### src/verilog/flash_guard_pkg.sv
// Shared constants and types of the flash security access guard.
package flash_guard_pkg;

   // -------------------------------------------------------------------
   // Address map
   // -------------------------------------------------------------------
   localparam int ADDR_W = 16;
   localparam int PAGE_SHIFT = 10;
   localparam int PAGE_W = ADDR_W - PAGE_SHIFT;
   localparam logic [15:0] SCRATCH_LAST = 16'h03FF;
   localparam logic [15:0] LOCK_BYTE_ADDR = 16'hFBFF;
   localparam logic [15:0] RESERVED_BASE = 16'hFC00;
   localparam logic [15:0] PART_ID_ADDR = 16'hFFFE;
   localparam logic [5:0] LOCK_PAGE = LOCK_BYTE_ADDR[15:10];

   // -------------------------------------------------------------------
   // Codes and values after reset
   // -------------------------------------------------------------------
   localparam logic [7:0] KEY_FIRST = 8'hA5;
   localparam logic [7:0] KEY_SECOND = 8'hF1;
   localparam logic [7:0] ERASED_BYTE = 8'hFF;
   // All pages count as locked until the lock byte has been sampled.
   localparam logic [7:0] LOCK_SAFE = 8'h00;

   // -------------------------------------------------------------------
   // Types
   // -------------------------------------------------------------------
   // Request codes; bit 2 set marks the debug port as requester.
   typedef enum logic [2:0] {
      OP_FETCH = 3'h0,
      OP_CODE_RD = 3'h1,
      OP_EXT_RD = 3'h2,
      OP_EXT_WR = 3'h3,
      OP_DBG_RD = 3'h4,
      OP_DBG_WR = 3'h5,
      OP_DBG_ERASE = 3'h6,
      OP_DBG_FULL = 3'h7
   } op_t;

   typedef enum logic [1:0] {
      KIND_READ = 2'h0,
      KIND_WRITE = 2'h1,
      KIND_ERASE = 2'h2,
      KIND_FULL = 2'h3
   } kind_t;

   typedef enum logic [1:0] {
      TGT_NONE = 2'h0,
      TGT_FLASH = 2'h1,
      TGT_SCRATCH = 2'h2,
      TGT_XRAM = 2'h3
   } target_t;

   typedef enum logic [3:0] {
      KEY_IDLE = 4'h1,
      KEY_HALF = 4'h2,
      KEY_ARMED = 4'h4,
      KEY_DEAD = 4'h8
   } key_t;

endpackage

### src/verilog/flash_security_access_guard.sv
// Access guard that grants, ignores or punishes each flash request.
//
// Contract
// - Scratchpad replaces low page when selected
// - Scratchpad never serves instruction fetches
// - External reads go to RAM only
// - Write needs write enable; erase needs both
// - Inverted lock byte counts locked low pages
// - Lock byte page locked if any bit zero
// - Unlocked pages open to every requester
// - Locked pages: debug refused, unlocked code resets
// - Lock page access gated like locked pages
// - Lock byte read gated like locked pages
// - Firmware lock page erase always resets
// - Full erase clears flash and scratchpad
// - Written lock byte changes only by full erase, or by debug page erase while the lock in force is all ones
// - Reserved area refused or resets, except part code reads and fetches
// - Error reset leaves error flag set
// - Debug port violations ignored, never reset
// - New lock setting waits for device reset
// - Scratchpad locked when all pages locked
// - Part code returned at address FFFE
// - Firmware modify without supply monitor resets device
// - Key sequence arms; wrong key disables
// - Every completed firmware modify disarms the key
// - Erase whole page; writes only clear bits
`timescale 1ns/100ps

module flash_security_access_guard #(
   parameter int ADDR_W = 16,
   parameter logic [7:0] PART_ID = 8'h3C // Arbitrary value.
) (
   input logic clk_i,
   input logic rst_i,
   input logic sys_reset_i,
   input logic req_i,
   input flash_guard_pkg::op_t op_i,
   input logic [15:0] addr_i,
   input logic [7:0] wr_data_i,
   input logic [7:0] old_data_i,
   input logic [15:0] exec_addr_i,
   input logic scratchpad_select_i,
   input logic store_write_enable_i,
   input logic store_erase_enable_i,
   input logic supply_monitor_en_i,
   input logic supply_monitor_reset_en_i,
   input logic [7:0] lock_byte_i,
   input logic key_wr_i,
   input logic [7:0] key_data_i,
   output logic grant_o,
   output logic ignored_o,
   output logic flash_error_reset_o,
   output logic debug_port_full_erase_o,
   output flash_guard_pkg::kind_t kind_o,
   output flash_guard_pkg::target_t target_o,
   output logic [15:0] addr_o,
   output logic [7:0] wr_data_o,
   output logic id_valid_o,
   output logic [7:0] id_data_o,
   output logic flash_error_flag_o,
   output logic key_armed_o,
   output logic [7:0] locked_pages_o
);

   // -------------------------------------------------------------------
   // Elaboration check
   // -------------------------------------------------------------------
   // The page and area decode is built for a 64 kB code space only.
   if (ADDR_W != flash_guard_pkg::ADDR_W) begin : g_bad_width
      $error("flash guard supports a 16-bit address only");
   end

   // -------------------------------------------------------------------
   // State
   // -------------------------------------------------------------------
   typedef struct packed {
      flash_guard_pkg::key_t key; // Key sequence progress.
      logic loaded; // Lock byte sampled since release.
      logic [7:0] lock; // Lock byte in force.
      logic pend; // Error reset issued, awaiting reset.
      logic flag; // Error flag seen after reset.
      logic grant; // Request carried out.
      logic ignore; // Request silently dropped.
      logic err; // Error reset request.
      logic full; // Full erase strobe.
      flash_guard_pkg::kind_t kind;
      flash_guard_pkg::target_t tgt;
      logic [15:0] addr;
      logic [7:0] wdata;
      logic id_vld;
      logic [7:0] id;
   } state_t;

   localparam state_t STATE_RST = '{
      key: flash_guard_pkg::KEY_IDLE, loaded: 1'b0, lock: flash_guard_pkg::LOCK_SAFE,
      pend: 1'b0, flag: 1'b0, grant: 1'b0, ignore: 1'b0, err: 1'b0, full: 1'b0,
      kind: flash_guard_pkg::KIND_READ, tgt: flash_guard_pkg::TGT_NONE, addr: 16'h0000,
      wdata: 8'h00, id_vld: 1'b0, id: 8'h00
   };

   state_t state_ff; // Registered state.
   state_t nxt_state; // Next state from the decision logic.

   // -------------------------------------------------------------------
   // Lock decode
   // -------------------------------------------------------------------
   logic [7:0] lock_count; // Number of locked low pages.
   logic any_lock; // Any page locked at all.
   logic [7:0] req_page; // Page of the requested address.
   logic [7:0] exec_page; // Page of the running instruction.
   logic page_locked; // Requested ordinary page is locked.
   logic scratch_locked; // Scratchpad counts as locked.
   logic exec_locked; // Firmware runs from a locked page.
   logic lock_pg; // Request hits the lock byte page.
   logic in_reserved; // Request hits the reserved area.
   logic supply_ok; // Supply monitor guards the device.

   assign lock_count = ~state_ff.lock;
   assign any_lock = (lock_count != 8'h00);
   assign req_page = {2'h0, addr_i[15:flash_guard_pkg::PAGE_SHIFT]};
   assign exec_page = {2'h0, exec_addr_i[15:flash_guard_pkg::PAGE_SHIFT]};
   assign page_locked = (req_page < lock_count);
   // The scratchpad follows only once every other page is locked.
   assign scratch_locked = (lock_count >= {2'h0, flash_guard_pkg::LOCK_PAGE});
   // Code in the lock byte page runs as locked code once anything is locked.
   assign exec_locked = (exec_page < lock_count) ||
      ((exec_page[5:0] == flash_guard_pkg::LOCK_PAGE) && any_lock);
   assign lock_pg = (addr_i[15:10] == flash_guard_pkg::LOCK_PAGE);
   assign in_reserved = (addr_i >= flash_guard_pkg::RESERVED_BASE);
   assign supply_ok = supply_monitor_en_i && supply_monitor_reset_en_i;

   // -------------------------------------------------------------------
   // Decision logic
   // -------------------------------------------------------------------
   // Decodes each request to its kind and target, checks it against the
   // lock state in force and picks grant, silent drop or error reset.
   always_comb begin
      flash_guard_pkg::kind_t kind;
      flash_guard_pkg::target_t tgt;
      logic dbg, is_id, modify, area_locked, bad, fw_err;
      kind = flash_guard_pkg::KIND_READ;
      tgt = flash_guard_pkg::TGT_FLASH;
      dbg = op_i[2];
      is_id = 1'b0;
      modify = 1'b0;
      area_locked = 1'b0;
      bad = 1'b0;
      fw_err = 1'b0;
      nxt_state = state_ff;
      nxt_state.grant = 1'b0;
      nxt_state.ignore = 1'b0;
      nxt_state.err = 1'b0;
      nxt_state.full = 1'b0;
      nxt_state.id_vld = 1'b0;

      // Request decode.
      unique case (op_i)
         flash_guard_pkg::OP_FETCH, flash_guard_pkg::OP_CODE_RD, flash_guard_pkg::OP_DBG_RD: begin
            tgt = flash_guard_pkg::TGT_FLASH;
         end
         flash_guard_pkg::OP_EXT_RD: begin
            tgt = flash_guard_pkg::TGT_XRAM;
         end
         flash_guard_pkg::OP_EXT_WR: begin
            // Without write enable the store goes to RAM as usual.
            if (!store_write_enable_i) begin
               kind = flash_guard_pkg::KIND_WRITE;
               tgt = flash_guard_pkg::TGT_XRAM;
            end else if (store_erase_enable_i) begin
               kind = flash_guard_pkg::KIND_ERASE;
            end else begin
               kind = flash_guard_pkg::KIND_WRITE;
            end
         end
         flash_guard_pkg::OP_DBG_WR: begin
            kind = flash_guard_pkg::KIND_WRITE;
         end
         flash_guard_pkg::OP_DBG_ERASE: begin
            kind = flash_guard_pkg::KIND_ERASE;
         end
         flash_guard_pkg::OP_DBG_FULL: begin
            kind = flash_guard_pkg::KIND_FULL;
         end
      endcase

      // Data accesses to the low page move to the scratchpad.
      if (scratchpad_select_i && (addr_i <= flash_guard_pkg::SCRATCH_LAST) &&
          (tgt == flash_guard_pkg::TGT_FLASH) && (op_i != flash_guard_pkg::OP_FETCH) &&
          (kind != flash_guard_pkg::KIND_FULL)) begin
         tgt = flash_guard_pkg::TGT_SCRATCH;
      end
      is_id = (addr_i == flash_guard_pkg::PART_ID_ADDR) && (kind == flash_guard_pkg::KIND_READ) &&
         ((op_i == flash_guard_pkg::OP_CODE_RD) || (op_i == flash_guard_pkg::OP_DBG_RD));
      modify = (kind == flash_guard_pkg::KIND_WRITE) || (kind == flash_guard_pkg::KIND_ERASE);
      // Scratchpad, lock byte page and ordinary pages lock differently.
      if (tgt == flash_guard_pkg::TGT_SCRATCH) begin
         area_locked = scratch_locked;
      end else if (lock_pg) begin
         area_locked = any_lock;
      end else begin
         area_locked = page_locked;
      end

      // Violations that nobody may commit, whatever page code runs from.
      bad = (in_reserved && !is_id) ||
         ((kind == flash_guard_pkg::KIND_WRITE) && (tgt == flash_guard_pkg::TGT_FLASH) &&
          (addr_i == flash_guard_pkg::LOCK_BYTE_ADDR) &&
          (lock_byte_i != flash_guard_pkg::ERASED_BYTE));
      fw_err = bad || (area_locked && !exec_locked) ||
         ((kind == flash_guard_pkg::KIND_ERASE) && lock_pg &&
          (tgt == flash_guard_pkg::TGT_FLASH)) ||
         (modify && !supply_ok);

      // Key sequence; a request in the same cycle overrides it below.
      if (key_wr_i) begin
         unique case (state_ff.key)
            flash_guard_pkg::KEY_IDLE: begin
               nxt_state.key = (key_data_i == flash_guard_pkg::KEY_FIRST) ?
                  flash_guard_pkg::KEY_HALF : flash_guard_pkg::KEY_DEAD;
            end
            flash_guard_pkg::KEY_HALF: begin
               nxt_state.key = (key_data_i == flash_guard_pkg::KEY_SECOND) ?
                  flash_guard_pkg::KEY_ARMED : flash_guard_pkg::KEY_DEAD;
            end
            flash_guard_pkg::KEY_ARMED, flash_guard_pkg::KEY_DEAD: begin
               // A third code is out of order and kills the key; dead stays dead.
               nxt_state.key = flash_guard_pkg::KEY_DEAD;
            end
         endcase
      end

      // The lock byte is sampled once after power-on release.
      if (!state_ff.loaded) begin
         nxt_state.lock = lock_byte_i;
         nxt_state.loaded = 1'b1;
      end

      // A request in the cycle of a device reset is dropped unreported.
      if (req_i && !sys_reset_i) begin
         nxt_state.kind = kind;
         nxt_state.tgt = tgt;
         nxt_state.addr = addr_i;
         // Flash cells can only lose ones, so the old byte masks the new.
         if ((kind == flash_guard_pkg::KIND_WRITE) && (tgt != flash_guard_pkg::TGT_XRAM)) begin
            nxt_state.wdata = wr_data_i & old_data_i;
         end else begin
            nxt_state.wdata = wr_data_i;
         end
         if (is_id) begin
            nxt_state.grant = 1'b1;
            nxt_state.id_vld = 1'b1;
            nxt_state.id = PART_ID;
         end else if ((tgt == flash_guard_pkg::TGT_XRAM) ||
                      (op_i == flash_guard_pkg::OP_FETCH)) begin
            nxt_state.grant = 1'b1;
         end else if (kind == flash_guard_pkg::KIND_FULL) begin
            // Clears every page, lock byte page and scratchpad alike.
            nxt_state.grant = 1'b1;
            nxt_state.full = 1'b1;
         end else if (dbg) begin
            // The debug port is never allowed to reset the device.
            if (bad || area_locked) begin
               nxt_state.ignore = 1'b1;
            end else begin
               nxt_state.grant = 1'b1;
            end
         end else if (fw_err) begin
            nxt_state.err = 1'b1;
            nxt_state.pend = 1'b1;
         end else if (modify) begin
            if (state_ff.key == flash_guard_pkg::KEY_ARMED) begin
               nxt_state.grant = 1'b1;
               nxt_state.key = flash_guard_pkg::KEY_IDLE;
            end else begin
               // Modifying without a complete key disables it until the next device reset.
               nxt_state.ignore = 1'b1;
               nxt_state.key = flash_guard_pkg::KEY_DEAD;
            end
         end else begin
            nxt_state.grant = 1'b1;
         end
      end

      // A device reset applies the lock written meanwhile and reports why.
      if (sys_reset_i) begin
         nxt_state.lock = lock_byte_i;
         nxt_state.loaded = 1'b1;
         nxt_state.key = flash_guard_pkg::KEY_IDLE;
         nxt_state.flag = state_ff.pend;
         nxt_state.pend = 1'b0;
      end
   end

   // -------------------------------------------------------------------
   // Registers
   // -------------------------------------------------------------------
   // Power-on reset clears all, including the error flag.
   always_ff @(posedge clk_i or posedge rst_i) begin
      if (rst_i) begin
         state_ff <= STATE_RST;
      end else begin
         state_ff <= nxt_state;
      end
   end

   // Every output comes from the state flip-flops; key_armed_o and locked_pages_o are decoded from them.
   assign grant_o = state_ff.grant;
   assign ignored_o = state_ff.ignore;
   assign flash_error_reset_o = state_ff.err;
   assign debug_port_full_erase_o = state_ff.full;
   assign kind_o = state_ff.kind;
   assign target_o = state_ff.tgt;
   assign addr_o = state_ff.addr;
   assign wr_data_o = state_ff.wdata;
   assign id_valid_o = state_ff.id_vld;
   assign id_data_o = state_ff.id;
   assign flash_error_flag_o = state_ff.flag;
   assign key_armed_o = (state_ff.key == flash_guard_pkg::KEY_ARMED);
   assign locked_pages_o = ~state_ff.lock;
endmodule

### config.mk
export PLATFORM = sky130hd
export DESIGN_NAME = flash_security_access_guard
export DESIGN_NICKNAME = d
export VERILOG_FILES = /design/src/verilog/flash_guard_pkg.sv /design/src/verilog/flash_security_access_guard.sv
export SDC_FILE = /design/constraint.sdc
export NUM_CORES = 1
export LEC_CHECK = 0
export BUFFER_PORTS_ARGS = -buffer_cell sky130_fd_sc_hd__buf_2
export CORE_ASPECT_RATIO = 0.7
export CORE_MARGIN = 5
export CORE_UTILIZATION = 43
export DETAILED_ROUTE_END_ITERATION = 10
export PLACE_DENSITY_LB_ADDON = 0.05
export SLEW_MARGIN = 40
export SYNTH_ARGS = -nofsm -noshare
export SYNTH_HDL_FRONTEND = slang
export SYNTH_SLANG_ARGS = --single-unit
export TNS_END_PERCENT = 5
### constraint.sdc
create_clock -name clk_i -period 2.05 [get_ports clk_i]
set_clock_uncertainty 0.05 [all_clocks]
set_input_delay 0.1025 -clock clk_i [delete_from_list [all_inputs] [get_ports clk_i]]
set_output_delay 0.1025 -clock clk_i [all_outputs]
set_load 0.05 [all_outputs]
# Yosys cells after proc, flatten, opt, wreduce, memory -nomap -nowiden
# Index checks and enable logic that the tools add are counted.
dict set report op_classes {
  order_cmp 5
  eq_ne 32
  mux 48
  bitwise 2
  reduce_logical 40
}
# op count
set ops {}
lappend ops {{2-to-1 mux 4 bit} 11}
lappend ops {{2-to-1 mux 41 bit} 1}
lappend ops {{equality test 16 bit, second input constant} 2}
lappend ops {{2-to-1 mux 1 bit} 20}
lappend ops {{logical AND 1 bit} 18}
lappend ops {{equality test 8 bit, second input constant} 2}
lappend ops {{>= comparator 16 bit, second input constant} 1}
lappend ops {{less-or-equal comparator 16 x 10 -> 1 bit, second input constant} 1}
lappend ops {{< comparator 6 x 8 -> 1 bit} 2}
lappend ops {{2-to-1 mux 8 bit} 2}
lappend ops {{2-to-1 mux 15 bit} 1}
lappend ops {{2-to-1 mux 2 bit} 7}
lappend ops {{inequality test 2 bit, second input constant} 7}
lappend ops {{equality test 3 bit, second input constant} 4}
lappend ops {{equality test 6 bit, second input constant} 2}
lappend ops {{case mux 4 bit (3 select lines)} 1}
lappend ops {{logical OR 1 bit} 9}
lappend ops {{2-to-1 mux 9 bit} 1}
lappend ops {{AND 8 bit} 1}
lappend ops {{equality test 2 bit, second input constant} 4}
lappend ops {{>= comparator 8 x 6 -> 1 bit, second input constant} 1}
lappend ops {{inequality test 8 bit, second input constant} 1}
lappend ops {{inverter 8 bit} 1}
lappend ops {{case mux 2 bit (4 select lines)} 1}
lappend ops {{18 further kinds} 26}
dict set report word_totals {
  regBits 49
  in_bits 77
  output_inout_bits 51
  word_cells 142
}

# Longest topological paths before layout
# Gate-level depths: netlist (run 1).
dict set report depth {
  ltp_word 22
  depth_mapped 11
  mapped_depth_nobuf 11
}

# Least setup slack after synthesis (run 1)
# No wires, ideal clock.
dict set report synth_timing {
  path_type {reg-to-reg}
  start {reg state_ff[53] (netlist bit)}
  end {reg state_ff[55] (netlist bit)}
  arrival_ns 2.812
  required_time_ns 1.880
  slack_ns -0.932
  path_stages_with_launch 5
  n_path_buf 0
  period_less_slack_ns 2.982
  cell_sequence {dfrtp_1 -> nor4b_1 -> nand2_1 -> a2111o_1 -> o211a_1}
}
# item line_no
set synth_lines {}
lappend synth_lines {{start: declaration} flash_security_access_guard.sv:101} ;# state_t state_ff;
lappend synth_lines {{start signal: assignment} flash_security_access_guard.sv:302} ;# state_ff <= nxt_state;

==> metrics, run 1 <==
RSZ-0062 raised after global routing yes; starting density of the core 0.440; FF-to-FF Start state_ff[45]; Via Count ~2700; DRC viols 0; DIE WIDTH roughly 110 µm; flop-to-flop setup slack -60 ps; Crit path arrival time approximately 2300 ps; Synth Flop Type dfrtp_1; Worst Path Buf+Inv 1; grt ovf 0; Port Buffer Count between 100 and 150; Hold Path Stages 3; Final setup violation count 6; reg-to-reg endpoint state_ff[55]; Unique masters post-synth 48; final net count 554; TritonRoute pass-1 iters 4; initial antenna violation count 0; maximum VDD drop ~300 µV; hold_sp wr_data_i[5]; CP max FO 7; # IOs roughly 130; largest net degree at the start of global routing 42; GRT Util Overall 0.190; post-DR wirelength/cell ~14 µm; die area about 8600 µm²; EDFF count, synth 0; vias in the first global route 2699; delay of the slowest critical-path stage ~420 ps; CP Launch Point state_ff[45]; Post-Syn Area ~2900 µm²; Area after DPL approximately 3600 µm²; CTS tree built; Pwr Density 651 nW/µm²; htree depth 2; final WL about 8000 µm; Iteration-0 DRC Markers 69; routability cong. around 0.8; core footprint about 6700 µm²; crit start category register; Tcrit/Tclk final 1.03; violated checks setup timing; Avg Inst Size Synth 8.81 µm²; Setup CP Type register to register; CTS Root Cell clkbuf_8; ANT cells 0; Worst Path Required between 2000 and 2500 ps; via/cell ratio approximately 4.9; Clk Latency, worst-skew pair roughly 300 ps; max-cap viol count 0; Hold Path Class input port to register; run status finished, violations left; clock sinks 49; Tmin final 2110 ps; Worst-Margin Slew 539 ps; global-route wire length before repair 13100 µm; synthesized instance count 334; sequential share of the synthesized area 0.417; clock-pin slew on the worst setup and hold paths approximately 90 ps; ordered cell list for the critical path ha_2 -> a2111oi_2 -> o21ai_1 -> a31o_2 -> mux2i_4 -> buf_12 -> a2111oi_4 -> o211a_1; post-layout util 0.595; number of synthesized register bits a little under 50; Worst slew margin 0.640; delay-heaviest family, CP compound AO/OA/AOI/OAI gates; clk buf depth 2; count of pins over their slew limit 0; CTS Buf Count 5; Max Fclk between 0.4 and 0.5 GHz; DP HPWL about 6000 µm; DIE HEIGHT approximately 80 µm; worst reg2reg path depth 8; Worst path depth 8; fin worst setup slack -56.8 ps; Ys Warns 0; hold endpoint wr_data_o[5]; setup tns final -173 ps; share of post-route cells with drive strength above 1 0.379; Post-Layout Inst Area between 3000 and 4000 µm²; Fin. Hold Viols 0; CP endpoint kind register; row cnt 25; antenna viol nets, final 0; Area Overhead vs Synth 35.2%; Synth async-reset ratio 1.00; crit path max-delay cell type dfrtp_1; Lkg Pwr just over 2 nW
layout make-up:
cell class	count	area, µm²
fillers	631	2710
flip-flops and latches	49	1230
multi-input cells	228	1470
repair buffers	162	1010
well taps	94	118
clock buffers	5	68.8
inverters	17	63.8
clock inverters	3	22.5
cell usage after synthesis (all sizes together) (3+ instances only):
| cell | count | area (µm²) |
|---|---|---|
| nor2 | 13 | 48.8 |
| dfrtp | 48 | 1200 |
| nand4 | 10 | 62.6 |
| inv | 17 | 63.8 |
| nor3 | 6 | 41.3 |
| nor4 | 5 | 31.3 |
| buf | 36 | 270 |
| nand2 | 79 | 297 |
| mux2i | 3 | 33.8 |
| ha | 14 | 175 |
| nand3 | 4 | 20.0 |
| and3 | 4 | 25.0 |
| clkbuf | 7 | 26.3 |
| a21oi | 8 | 40.0 |
| a2111oi | 3 | 51.3 |
| nor4b | 4 | 50.1 |
| a211oi | 3 | 22.5 |
| nand2b | 3 | 18.8 |
| or2 | 3 | 18.8 |
| o21ai | 36 | 180 |
power by group:
part	switching, mW	total (mW)	internal (mW)
sequential	0.0574	1.12	1.06
combinational	0.612	0.896	0.284
clock	0.339	0.578	0.240
total	1.01	2.59	1.58
per-stage QoR:
step	cells	worst slack (ps)	power (mW)	hold slack [ps]
after floorplan	337	-113	1.80	126
after global placement	530	-247	1.98	125
after detailed placement	530	-283	1.99	134
after CTS	558	-39.0	2.62	4.25
after global routing	558	-145	2.73	19.4
final	558	-56.8	2.59	12.0
what timing repair did:
item / 4_1_cts / 5_1_grt
hold buffers: 19 / 0
endpoints found under the setup margin: 8 / 7
pin swaps: 10 / 2
endpoints found under the hold margin: 41 / 0
setup buffers: 1 / 0
gates resized for setup: 10 / 0
cells by family after synthesis:
group	share of synthesized area
and+or+nand+nor	0.219
buffers and inverters	0.122
xor gates and xnor gates	0.00595
DFF	0.417
other	0.00255
adders and majority gates	0.0595
AOI/OAI and AO/OA	0.159
muxes	0.0153
tightest hold or removal path: cells and delay by family:
kind / cells / cell delay (ps)
AO/OA/AOI/OAI: 2 / 120
buffers and inverters: 1 / 90
registers in the layout (all words and copies together), names as in the netlist:
name                     flops
addr_o                      16
debug_port_full_erase_o      1
flash_error_flag_o           1
flash_error_reset_o          1
grant_o                      1
id_data_o                    1
id_valid_o                   1
ignored_o                    1
kind_o                       2
state_ff                    14
target_o                     2
wr_data_o                    8
cells in the final DEF (no fill, tap or decap), types with 3 or more instances in the layout:
| cell type | synthesis | routed |
|---|---|---|
| o21ai_0 | 35 | 31 |
| nand3_1 | 4 | 4 |
| conb_1 | 2 | 5 |
| nand2_1 | 79 | 79 |
| buf_2 | 0 | 113 |
| and3_1 | 4 | 4 |
| buf_4 | 36 | 26 |
| ha_1 | 14 | 11 |
| inv_1 | 17 | 15 |
| a21oi_1 | 8 | 8 |
| nand4_1 | 10 | 10 |
| clkinvlp_4 | 0 | 3 |
| nor3_1 | 5 | 5 |
| clkbuf_8 | 0 | 5 |
| dfrtp_1 | 48 | 47 |
| nor2_1 | 13 | 13 |
| o21ai_1 | 1 | 4 |
| nand2b_1 | 3 | 3 |
| dlygate4sd3_1 | 0 | 19 |
| nor4_1 | 5 | 5 |
worst max-delay path by stage:
stage                              end  slack [ps]
final                     state_ff[55]         -60
after global routing      state_ff[55]        -150
after CTS                 state_ff[55]         -40
after detailed placement  state_ff[55]        -280
after global placement    state_ff[55]        -250
after floorplan           state_ff[55]        -110
routing by layer:
| metal | vias to the layer above | part of all wire | global-route usage |
|---|---|---|---|
| li1 | 1378 | - | - |
| met1 | 1249 | 0.48 | 0.268 |
| met2 | 92 | 0.44 | 0.297 |
| met3 | 11 | 0.075 | 0.0479 |
| met4 | 0 | 0.010 | 0.0353 |
| met5 | - | 0 | 0 |
Power figures use the tool's default switching activity.
==> run 2, diff against run 1 <==
SETUP_SLACK_MARGIN = 0.15   (was default)
==> metrics, run 2 (same netlist as run 1, synthesis figures left out) <==
run status finished, violations left; violated checks setup timing; Worst slew margin 0.643 (+0.00302); maximum VDD drop 297 µV (about the same); row cnt 25 (unchanged); Worst Path Required 2200 ps (about the same); max reg flops 16 (unchanged); DRC viols 0 (unchanged); CP max FO 7 (unchanged); crit start category register; Iteration-0 DRC Markers 88 (+28%); starting density of the core 0.440 (unchanged); final net count 556 (+0.36%); Lkg Pwr 2.07 nW (+0.61%); CTS Buf Count 5 (unchanged); RSZ-0062 raised after global routing yes; share of post-route cells with drive strength above 1 0.388 (+0.00910); clock-pin slew on the worst setup and hold paths 100 ps (about the same); Hold Path Class input port to register; count of pins over their slew limit 0 (unchanged); Clk Latency, worst-skew pair 300 ps (about the same); DIE WIDTH 109 µm (unchanged); pre-CTS setup slack -283 ps (unchanged); # IOs 128 (unchanged); clk buf depth 2 (unchanged); max-cap viol count 0 (unchanged); global-route wire length before repair 13200 µm (+1.3%); Crit path arrival time 2220 ps (-30 ps); initial antenna violation count 0 (unchanged); Area Overhead vs Synth 37.2%; TritonRoute pass-1 iters 4 (unchanged); DP HPWL 6100 µm (unchanged); FF/Latch Area 1230 µm² (+0.10%); Pwr Density 646 nW/µm² (-0.67%); routability cong. 0.785 (unchanged); CTS tree built; via/cell ratio 4.92 (+0.59%); CP endpoint kind register; Tmin final 2070 ps (-32.4 ps); CTS Root Cell clkbuf_8; commonest non-fill, non-tap cells in the layout buf_2 (113), nand2_1 (79), dfrtp_1 (46), o21ai_0 (31), buf_4 (28); Via Count 2756 (+0.95%); post-DR wirelength/cell 14.2 µm (+0.22%); Tcrit/Tclk final 1.01 (-0.0158); final WL 7980 µm (+0.58%); DIE HEIGHT 79.2 µm (unchanged); Max Fclk 0.482 GHz (+1.6%); Layout fillers 629 (-0.32%); grt ovf 0 (unchanged); ANT cells 0 (unchanged); Setup CP Type register to register; Multi-input gate area 1510 µm² (+2.8%); Fin. Hold Viols 0 (unchanged); core footprint 6690 µm² (unchanged); antenna viol nets, final 0 (unchanged); largest net degree at the start of global routing 42 (unchanged); Total Power 2.61 mW (+0.77%); fin worst setup slack -24.4 ps (+32.4 ps); die area 8620 µm² (unchanged); commonest non-fill, non-tap cell in the layout buf_2; clock sinks 49 (unchanged); Worst-Margin Slew 535 ps (-4.52 ps); vias in the first global route 2730 (+1.1%); Final setup violation count 1 (-5); Port Buffer Count 113 (unchanged); GRT Util Overall 0.192 (+0.00243); htree depth 2 (unchanged)
[run 2: layout make-up]
| type | instances | share of cell area |
|---|---|---|
| tap | 94 | 0.0291 |
| timing repair buffer | 164 | 0.255 |
| inverter | 17 | 0.0158 |
| multi-input combinational | 228 | 0.373 |
| sequential | 49 | 0.305 |
| clock inverter | 3 | 0.00558 |
| clock buffer | 5 | 0.0170 |
[run 2: path summary, 6_finish.rpt]
path | endpoint | startpoint | cells after the start | slack, ps
min | state_ff[46] | lock_byte_i[3] | 3 | 10
max reg2reg | state_ff[55] | state_ff[44] | 8 | -20
min reg2reg | addr_o[1] | addr_o[1] | 2 | 420
max | state_ff[55] | state_ff[44] | 8 | -20
max in group asynchronous | state_ff[45] | rst_i | 4 | 1030
min in group asynchronous | addr_o[7] | rst_i | 3 | 330
[run 2: power by group]
part	total [mW]	switching, mW	internal (mW)
sequential	1.12	0.0595	1.06
combinational	0.912	0.617	0.295
clock	0.580	0.340	0.240
total	2.61	1.02	1.59
[run 2: routing by layer]
layer | vias up | track usage | wire length, µm
li1 | 1383 | - | -
met1 | 1265 | 0.277 | 3880
met2 | 93 | 0.304 | 3490
met3 | 15 | 0.0390 | 517
met4 | 0 | 0.0315 | 93
met5 | - | 0 | 0
[run 2: critical path: stages, from the launching register on]
cell,delay (ps)
dfrtp_2,470
ha_4,280
o211ai_1,70
o21ai_1,150
a31o_2,190
mux2i_4,70
buf_12,150
a2111o_1,400
o211a_1,120
[run 2: through the flow]
| stage | cell area, µm² | util | hold slack (ps) | setup TNS (ps) | instances |
|---|---|---|---|---|---|
| after global placement | 3630 | 0.543 | 125 | -1360 | 530 |
| after global routing | 4040 | 0.603 | 16.9 | -593 | 560 |
| after floorplan | 3020 | - | 126 | -381 | 337 |
| after detailed placement | 3630 | 0.543 | 134 | -1670 | 530 |
| final | 4040 | 0.603 | 11.5 | -24.4 | 560 |
| after CTS | 4040 | 0.603 | 4.25 | -17.8 | 560 |
[run 2: timing repair]
action                                 4_1_cts  5_1_grt
setup endpoints to repair                    8        8
hold buffers                                19        0
gates resized for setup                     13        2
buffers inserted                             3        0
pin swaps                                   14        1
endpoints found under the hold margin       41        0
